### src/rtl/actuator_regs.svh
`ifndef ACTUATOR_REGS_SVH
`define ACTUATOR_REGS_SVH

// frame geometry
`define FRAME_BITS         24
`define FRAME_LEN          5'h18
`define BITCNT_MAX         5'h1F
`define BITCNT_ZERO        5'h00

// control word zero field positions
`define CTRL_SELECT_BIT    0
`define CTRL_ENABLE_BIT    23
`define CTRL_CLEAR_BIT     22
`define CTRL_DUTY_BIT      21
`define CTRL_RECDIS_BIT    20
`define CTRL_MON_HI_BIT    19
`define CTRL_MON_LO_BIT    18

// fault word zero field positions
`define STAT_ONE_BIT       23
`define STAT_OVERVOLT_BIT  22
`define STAT_UNDERVOLT_BIT 21
`define STAT_THERMAL_BIT   20
`define STAT_WARN_BIT      19
`define STAT_FAULT_BIT     0

// reset value and status word fill constants
`define WORD_RESET         24'h00_0000
`define STAT_ZERO_FILL     18'h0_0000
`define STAT_ONE_FILL      23'h00_0000

`endif

### src/rtl/actuator_pkg.sv
package actuator_pkg;

	// serial link frame tracking
	typedef enum logic {
		LINK_IDLE,
		LINK_FRAME
	} frame_e;

	// fault detector levels from the power stage
	typedef struct packed {
		logic overVolt;
		logic underVolt;
		logic thermalTrip;
		logic heatWarn;
	} fault_in_s;

	typedef logic [23:0] word_t;

endpackage

### src/rtl/sticky_flag.sv
`timescale 1ns/1ps

module sticky_flag (
	input  wire logic clk,
	input  wire logic rst_b,
	input  wire logic ce,
	input  wire logic setIn,
	input  wire logic clrIn,
	output logic      flag
);

	logic flag_next;

	// a set arriving with the clear wins, so no event is lost
	always_comb begin
		flag_next = setIn | (flag & ~clrIn);
	end

	always_ff @(posedge clk or negedge rst_b) begin
		if (!rst_b) begin
			flag <= 1'b0;
		end else if (ce) begin
			flag <= flag_next;
		end
	end

endmodule

### src/rtl/actuator_ctrl_status.sv
// Behaviour
// - enable bit 23 written one puts the device in active mode
// - enable written zero, or reset, gives standby with all bits cleared
// - fault word zero bit 23 always reads one
// - clear bit 22 in a valid frame clears both status words at frame end
// - control bit 21 picks retry duty: zero 12 percent, one 25 percent
// - overvoltage or undervoltage sets status 22 or 21 and drops outputs
// - outputs return with supply unless recovery disable bit 20 set
// - thermal trip sets status bit 20 and switches all outputs off
// - outputs stay off until master clears the thermal trip flag
// - heat warning bit 19 is information only, no output effect
// - control bits 19 and 18 select the high side current image
// - only a frame of exactly 24 clocks is written, others discarded
// - first bit in selects control word written and status word returned
// - words travel least significant bit first in both directions
`timescale 1ns/1ps
`include "actuator_regs.svh"

module actuator_ctrl_status
	import actuator_pkg::*;
(
	input  wire logic       clk,
	input  wire logic       rst_b,
	input  wire logic       ce,
	input  wire logic       frame_select_n,
	input  wire logic       serialClk,
	input  wire logic       serial_in,
	input  wire fault_in_s  faultIn,
	output logic            serialOut,
	output logic            serialOutEn,
	output logic            activeMode,
	output logic            driveEnable,
	output logic            retryDutyHigh,
	output logic [1:0]      currentImageSel,
	output word_t           ctrlZeroWord,
	output word_t           ctrlOneWord,
	output logic            thermal_trip_flag,
	output logic            heat_warning_flag
);

	frame_e     frameState_reg, frameState_next;
	logic       csPrev_reg;
	logic       sclkPrev_reg;
	logic [4:0] bitCnt_reg, bitCnt_next;
	word_t      shiftIn_reg, shiftIn_next;
	word_t      outShift_reg, outShift_next;
	logic       serialOut_next, serialOutEn_next;
	word_t      ctrlZero_next, ctrlOne_next;
	logic       activeMode_next, driveEnable_next, retryDutyHigh_next;
	logic [1:0] currentImageSel_next;
	logic       overVoltFlag, underVoltFlag;
	logic       inFrame, sclkRise, sclkFall, csRise, frameOk;
	logic       wrZero, wrOne, statusClr, faultAny;
	word_t      statusZero, statusOne;

	// edge detection on pins already synchronous to clk
	assign inFrame  = (frameState_reg == LINK_FRAME) & ~frame_select_n;
	assign sclkRise = inFrame & ~sclkPrev_reg & serialClk;
	assign sclkFall = inFrame & sclkPrev_reg & ~serialClk;
	assign csRise   = (frameState_reg == LINK_FRAME) & frame_select_n;
	assign frameOk  = csRise & (bitCnt_reg == `FRAME_LEN);
	assign wrZero   = frameOk & ~shiftIn_reg[`CTRL_SELECT_BIT];
	assign wrOne    = frameOk & shiftIn_reg[`CTRL_SELECT_BIT];
	// standby entry also wipes the status words
	assign statusClr = wrZero & (shiftIn_reg[`CTRL_CLEAR_BIT]
		| ~shiftIn_reg[`CTRL_ENABLE_BIT]);

	// status words as presented on the serial output
	assign faultAny   = overVoltFlag | underVoltFlag | thermal_trip_flag | heat_warning_flag;
	assign statusZero = {1'b1, overVoltFlag, underVoltFlag,
		thermal_trip_flag, heat_warning_flag, `STAT_ZERO_FILL, faultAny};
	assign statusOne  = {`STAT_ONE_FILL, faultAny};

	// sticky status flags; set beats clear inside the flag module
	sticky_flag uOverVolt (
		.clk   (clk),
		.rst_b (rst_b),
		.ce    (ce),
		.setIn (faultIn.overVolt),
		.clrIn (statusClr),
		.flag  (overVoltFlag)
	);
	sticky_flag uUnderVolt (
		.clk   (clk),
		.rst_b (rst_b),
		.ce    (ce),
		.setIn (faultIn.underVolt),
		.clrIn (statusClr),
		.flag  (underVoltFlag)
	);
	sticky_flag uThermal (
		.clk   (clk),
		.rst_b (rst_b),
		.ce    (ce),
		.setIn (faultIn.thermalTrip),
		.clrIn (statusClr),
		.flag  (thermal_trip_flag)
	);
	sticky_flag uHeatWarn (
		.clk   (clk),
		.rst_b (rst_b),
		.ce    (ce),
		.setIn (faultIn.heatWarn),
		.clrIn (statusClr),
		.flag  (heat_warning_flag)
	);

	// link side: frame tracking, lsb-first shift in and out
	always_comb begin
		frameState_next  = frameState_reg;
		bitCnt_next      = bitCnt_reg;
		shiftIn_next     = shiftIn_reg;
		outShift_next    = outShift_reg;
		serialOut_next   = serialOut;
		serialOutEn_next = serialOutEn;
		case (frameState_reg)
			LINK_IDLE: begin
				if (csPrev_reg && !frame_select_n) begin
					frameState_next  = LINK_FRAME;
					bitCnt_next      = `BITCNT_ZERO;
					serialOutEn_next = 1'b1;
					serialOut_next   = faultAny;  // poll fault before any clock
				end
			end
			LINK_FRAME: begin
				if (csRise) begin
					frameState_next  = LINK_IDLE;
					serialOutEn_next = 1'b0;
					serialOut_next   = 1'b0;
				end else if (sclkRise) begin
					shiftIn_next = {serial_in, shiftIn_reg[23:1]};
					if (bitCnt_reg != `BITCNT_MAX) begin
						bitCnt_next = bitCnt_reg + 5'h01;  // saturates, long frames stay bad
					end
					if (bitCnt_reg == `BITCNT_ZERO) begin
						outShift_next  = serial_in ? statusOne : statusZero;
						serialOut_next = serial_in ? statusOne[0] : statusZero[0];
					end
				end else if (sclkFall && bitCnt_reg != `BITCNT_ZERO) begin
					outShift_next  = {1'b0, outShift_reg[23:1]};
					serialOut_next = outShift_reg[1];
				end
			end
			default: begin
				frameState_next = LINK_IDLE;
			end
		endcase
	end

	// control side: commit words at frame end, derive drive permissions
	always_comb begin
		ctrlZero_next = ctrlZeroWord;
		ctrlOne_next  = ctrlOneWord;
		if (wrZero) begin
			if (shiftIn_reg[`CTRL_ENABLE_BIT]) begin
				ctrlZero_next = shiftIn_reg;
			end else begin
				ctrlZero_next = `WORD_RESET;
				ctrlOne_next  = `WORD_RESET;
			end
		end
		if (wrOne) begin
			ctrlOne_next = shiftIn_reg;
		end
		activeMode_next      = ctrlZero_next[`CTRL_ENABLE_BIT];
		retryDutyHigh_next   = ctrlZero_next[`CTRL_DUTY_BIT];
		currentImageSel_next = {ctrlZero_next[`CTRL_MON_HI_BIT],
			ctrlZero_next[`CTRL_MON_LO_BIT]};
		// warning flag is left out on purpose; it never gates drive
		driveEnable_next = ctrlZero_next[`CTRL_ENABLE_BIT]
			& ~faultIn.overVolt & ~faultIn.underVolt
			& ~faultIn.thermalTrip & ~thermal_trip_flag
			& ~(ctrlZero_next[`CTRL_RECDIS_BIT]
				& (overVoltFlag | underVoltFlag));
	end

	// all state registers but the sticky flags; ce low freezes everything
	always_ff @(posedge clk or negedge rst_b) begin
		if (!rst_b) begin
			frameState_reg  <= LINK_IDLE;
			csPrev_reg      <= 1'b1;
			sclkPrev_reg    <= 1'b0;
			bitCnt_reg      <= `BITCNT_ZERO;
			shiftIn_reg     <= `WORD_RESET;
			outShift_reg    <= `WORD_RESET;
			serialOut       <= 1'b0;
			serialOutEn     <= 1'b0;
			ctrlZeroWord    <= `WORD_RESET;
			ctrlOneWord     <= `WORD_RESET;
			activeMode      <= 1'b0;
			driveEnable     <= 1'b0;
			retryDutyHigh   <= 1'b0;
			currentImageSel <= 2'h0;
		end else if (ce) begin
			frameState_reg  <= frameState_next;
			csPrev_reg      <= frame_select_n;
			sclkPrev_reg    <= serialClk;
			bitCnt_reg      <= bitCnt_next;
			shiftIn_reg     <= shiftIn_next;
			outShift_reg    <= outShift_next;
			serialOut       <= serialOut_next;
			serialOutEn     <= serialOutEn_next;
			ctrlZeroWord    <= ctrlZero_next;
			ctrlOneWord     <= ctrlOne_next;
			activeMode      <= activeMode_next;
			driveEnable     <= driveEnable_next;
			retryDutyHigh   <= retryDutyHigh_next;
			currentImageSel <= currentImageSel_next;
		end
	end
endmodule

### config.mk
export PLATFORM = sky130hd
export DESIGN_NAME = actuator_ctrl_status
export DESIGN_NICKNAME = d
export VERILOG_FILES = /design/src/rtl/actuator_pkg.sv /design/src/rtl/sticky_flag.sv /design/src/rtl/actuator_ctrl_status.sv
export VERILOG_INCLUDE_DIRS = /design/src /design/src/rtl
export SDC_FILE = /design/constraint.sdc
export NUM_CORES = 1
export LEC_CHECK = 0
export ABC_AREA = 0
export CAP_MARGIN = 20
export CORE_AREA = 2 2 87 97
export DETAILED_ROUTE_END_ITERATION = 16
export DIE_AREA = 0 0 89 99
export DONT_BUFFER_PORTS = 1
export PLACE_DENSITY = 0.8
export SYNTH_ARGS = -nofsm -noshare
export SYNTH_HDL_FRONTEND = slang
export SYNTH_SLANG_ARGS = --single-unit
### constraint.sdc
create_clock -name clk -period 2.6 [get_ports clk]
set_input_delay 0.26 -clock clk [delete_from_list [all_inputs] [get_ports clk]]
set_output_delay 0.26 -clock clk [all_outputs]
set_load 0.02 [all_outputs]
Yosys cells after proc, flatten, opt, wreduce, memory -nomap -nowiden
Cells that the tools add are included.
- register bits: 115
- bits of input ports: 10
- word-level logic and storage cells: 112
- add/sub/neg operators: 1
- eq/ne operators: 11
- muxes and demuxes: 26
- bitwise gates (word level): 41
- reductions and logical operators: 14
- operators by type and width (cell ; count):
    $mux 24 ; 9
    $and 1x1->1 ; 20
    $mux 5 ; 4
    $not 1->1 ; 13
    $ne 2x1->1 const B ; 5
    $pmux 5 s2 ; 1
    $reduce_and 5->1 ; 2
    $mux 1 ; 9
    $or 1x1->1 ; 8
    $reduce_and 4->1 ; 2
    $pmux 1 s2 ; 3
    $reduce_and 3->1 ; 2
    $add 5x1->5 const B ; 1
    $eq 5x5->1 const B ; 1
    $logic_not 5->1 ; 1
    $ne 5x5->1 const B ; 1
    $reduce_bool 5->1 ; 1
    $ne 2x2->1 const B ; 2
    $ne 4x1->1 const B ; 1
    $ne 4x2->1 const B ; 1
    $reduce_bool 2->1 ; 2
    $logic_and 1x1->1 ; 2
    $reduce_and 2->1 ; 1
    $logic_not 1->1 ; 1

Longest topological paths before layout
- depth in word-level cells: 9
- mapped depth: 8
- depth with buffers taken out: 7

Cells and area by module
A second synthesis with hierarchy kept.
- cells, all modules: 378
- area total of the unflattened synthesis: 4534.3 um2
- by module, submodules not included (module ; instances ; cells each ; area an instance (um2)):
    actuator_ctrl_status ; 1 ; 366 ; 4384.2
    sticky_flag ; 4 ; 3 ; 37.5

Worst setup path after synthesis
Ideal clock, no wire load.
- path type: register to register
- from: register bitCnt_reg[0]
- to: register bitCnt_reg[3]
- library setup time: 0.077 ns
- data arrival time: 1.867 ns
- setup slack: 0.655 ns
- cell stages (with the launch flop): 8
- buffers on the path: 0
- period minus slack after synthesis: 1.945 ns
- cell sequence: dfrtp_1 > ha_1 > and3_1 > ha_1 > nand2b_1 > a221o_1 > or3_1 > a21oi_1
- longest elaborated chain between the ends: 5
- elaborated cells between the ends (all ways): 8
- ends and longest elaborated chain (what ; line ; text):
    from (decl) ; actuator_ctrl_status.sv:44 ; logic [4:0] bitCnt_reg, bitCnt_next;
    from (signal assigned) ; actuator_ctrl_status.sv:183 ; bitCnt_reg <= `BITCNT_ZERO;
    from (signal assigned) ; actuator_ctrl_status.sv:198 ; bitCnt_reg <= bitCnt_next;
    $add 5x1->5 ; actuator_ctrl_status.sv:133 ; bitCnt_next = bitCnt_reg + 5'h01;
    $mux 5 ; actuator_ctrl_status.sv:132 ; if (bitCnt_reg != `BITCNT_MAX) begin
    $mux 5 ; actuator_ctrl_status.sv:130 ; end else if (sclkRise) begin
    $mux 5 ; actuator_ctrl_status.sv:126 ; if (csRise) begin
    $pmux 5 s2 ; actuator_ctrl_status.sv:116 ; case (frameState_reg)
Parallel ways exist; a longest one is shown, timed or not. The select of a mux whose other input is x is not followed.
A chain may end at the register's enable or synchronous reset.

Final worst setup path
Ends and elaborated chain as after synthesis.

==> results.json <==
{
  "status": "finished, violations left",
  "violations": "negative hold slack",
  "synth_ff_type": "dfrtp_1",
  "cp-end-kind": "register",
  "gp_congestion": 0.808,
  "diodes": 0,
  "yosysTopAreaCell": "dfrtp_1",
  "final_hold_viol_count": 110,
  "finalNonFillerCells": 467,
  "min_path_type": "in -> async",
  "path_class": "reg -> reg",
  "clockRootBuffer": "clkbuf_8",
  "cts_sinks": 110,
  "startpoint_type": "register",
  "cts_buffers": 9,
  "syn_nets": 371,
  "final_nets": 367,
  "fin_hold_ws_ns": -0.438,
  "syn-cell-area_um2": 4580,
  "r2r-start": "bitCnt_reg[0]",
  "setup_viol_count_final": 0,
  "wl_um": 7840,
  "cp-startpoint": "bitCnt_reg[0]",
  "grt_max_degree": 111,
  "netlist-cell-type-count": 42,
  "cts.path.max_buffers": 2,
  "slew_viol_final": 0,
  "clock.fmax_mhz": 469,
  "relSlewSlack_pct": 37.7,
  "place_hpwl_um": 5100,
  "pwr-share-seq_pct": 59.1,
  "cp-endpoint": "bitCnt_reg[3]",
  "switchingPower_mw": 0.916,
  "reg2reg_to": "bitCnt_reg[3]",
  "layout_setup_ws_ns": 0.467,
  "wl_per_cell_um": 16.8,
  "dr.pass1.iters": 4,
  "worstPathRequired_ns": 2.91,
  "reg2reg_depth": 7,
  "p_sw_share_pct": 26.8,
  "dpl.cell_count": 448,
  "antenna_found_initial": 0,
  "grt-ovfl-total": 0,
  "dieWidth_um": 89,
  "yosysWarnings": 0,
  "ir_drop_uv": 323,
  "avgSynthCellArea_um2": 12.8,
  "cts_setup_buffers": 0,
  "cap_violations": 0,
  "port_buffers": 0,
  "area.growth.synth_to_final_pct": 6.42,
  "drc": 0,
  "tightest_slew_ns": 0.934,
  "core_area_um2": 7830,
  "synth-seq-cells": 110,
  "stdcell_area_um2": 4880,
  "finalSetupTns_ns": 0,
  "hold_buffers": 3,
  "path_max_fanout": 7,
  "drtIter0Drc": 112,
  "finalClockSkew_ns": 0.0111,
  "power.total_mw": 3.42,
  "synth_cells": 358,
  "grt_pass1_wl_um": 13200,
  "grtUsageTotal_pct": 19.3,
  "routed_via_density": 5.82,
  "power_density_nw_per_um2": 701,
  "die_area_um2": 8810,
  "placed_cell_area_um2": 4630,
  "cts_tree": "yes",
  "cts_max_level": 3,
  "num_io_pins": 67,
  "p_clk_share_pct": 31.6,
  "rrSetupSlack_ns": 0.47,
  "num_vias": 2718,
  "clk_pin_slew_ns": 0.11,
  "die-height_um": 99,
  "period_minus_slack_ns": 2.13,
  "postLayoutCoreUtil_pct": 62.3,
  "fin_crit_sh_pct": 82.0,
  "ant_nets": 0,
  "rows": 34,
  "p_int_mw": 2.50,
  "grt_pass1_vias": 2682,
  "p_leak_nw": 2.44,
  "synth_top_area_share_pct": 59.5,
  "start_util_pct": 58.5,
  "cts_resized": 0,
  "synth_edf_count": 0,
  "critPathArrivalTime_ns": 2.44,
  "rsz0062_at_grt": "no",
  "dp_slack_ns": 0.494,
  "pwr-share-comb_pct": 9.3,
  "async_flop_share_pct": 100,
  "clk_latency_ns": 0.37,
  "yosysSeqAreaShare_pct": 60.1,
  "layout-drive-gt1-share_pct": 11.4,
  "netlist_top_cells_area": "dfrtp_1 60%, a22o_1 9.7%, mux2i_1 5.2%"
}
-- worst max-delay path, stage by stage, from the launching register on --
cell and delay, ns:
dfrtp_1 0.41, ha_1 0.22, and3_1 0.20, ha_1 0.17, nand2b_1 0.15, a221o_1 0.39
or3_1 0.37, a21oi_1 0.15
-- cell usage after synthesis (3+ instances only) --
cell type	n
dfrtp_1	109
a22o_1	51
inv_1	30
nand2_1	25
mux2i_1	24
mux2_1	15
mux2_2	10
a21oi_1	9
clkbuf_1	9
o21ai_0	9
buf_4	6
buf_2	5
nand2b_1	5
buf_6	4
nor2_1	4
nor3b_1	4
a21o_1	3
ha_1	3
nand3b_1	3
or3_1	3
-- power by group through the flow --
stage | clock network [mW] | logic, mW | registers (mW)
after floorplan | 0 | 0.284 | 2.00
after global placement | 0 | 0.297 | 2.04
after detailed placement | 0 | 0.319 | 2.05
after CTS | 1.10 | 0.325 | 2.02
after global routing | 1.18 | 0.368 | 2.04
final | 1.08 | 0.319 | 2.02
-- final cells by class --
type	instances	area, um2
fill	612	2950
sequential	110	2750
multi-input combinational	193	1580
tap	108	135
clock buffer	9	124
inverter	31	116
clock inverter	7	91.3
timing repair buffer	9	75.1
-- routing by layer --
metal	vias to the layer above	GRT usage, %	share of wire (%)
met5	-	0	0
met2	73	29.4	47
met4	0	7.12	2.0
li1	1259	-	-
met3	14	6.37	6.3
met1	1372	25.7	45
-- how the worst min path moves through the flow --
stage	from	cells past startpoint	slack [ns]	endpoint
finish	rst_b	0	-0.44	ctrlOneWord[5]
global route	rst_b	0	-0.46	ctrlZeroWord[16]
CTS	rst_b	0	-0.45	ctrlOneWord[21]
detailed placement	rst_b	0	-0.03	ctrlOneWord[6]
global placement	rst_b	0	-0.03	ctrlOneWord[5]
floorplan	rst_b	0	-0.04	activeMode
-- placed cells by master, fill, tap and decap left out, types with 6 or more instances in the layout --
master,count
buf_4,6
a21oi_1,9
mux2_2,10
o21ai_0,8
mux2_1,15
a22o_1,51
mux2i_1,24
clkbuf_8,9
nand2_1,25
inv_1,30
dfrtp_1,109
-- kinds of logic (layout without fill, tap and decap cells) --
group | after synthesis | count (layout) | share of synthesized area [%]
AO/OA/AOI/OAI | 81 | 81 | 13.8
adder cells (fa/ha/maj) | 3 | 3 | 0.819
buffers and inverters | 55 | 56 | 5.79
flip-flops | 110 | 110 | 60.1
multiplexers | 49 | 49 | 11.4
AND/OR/NAND/NOR | 60 | 60 | 8.06
No activity file was read; power rests on OpenSTA's default activity.
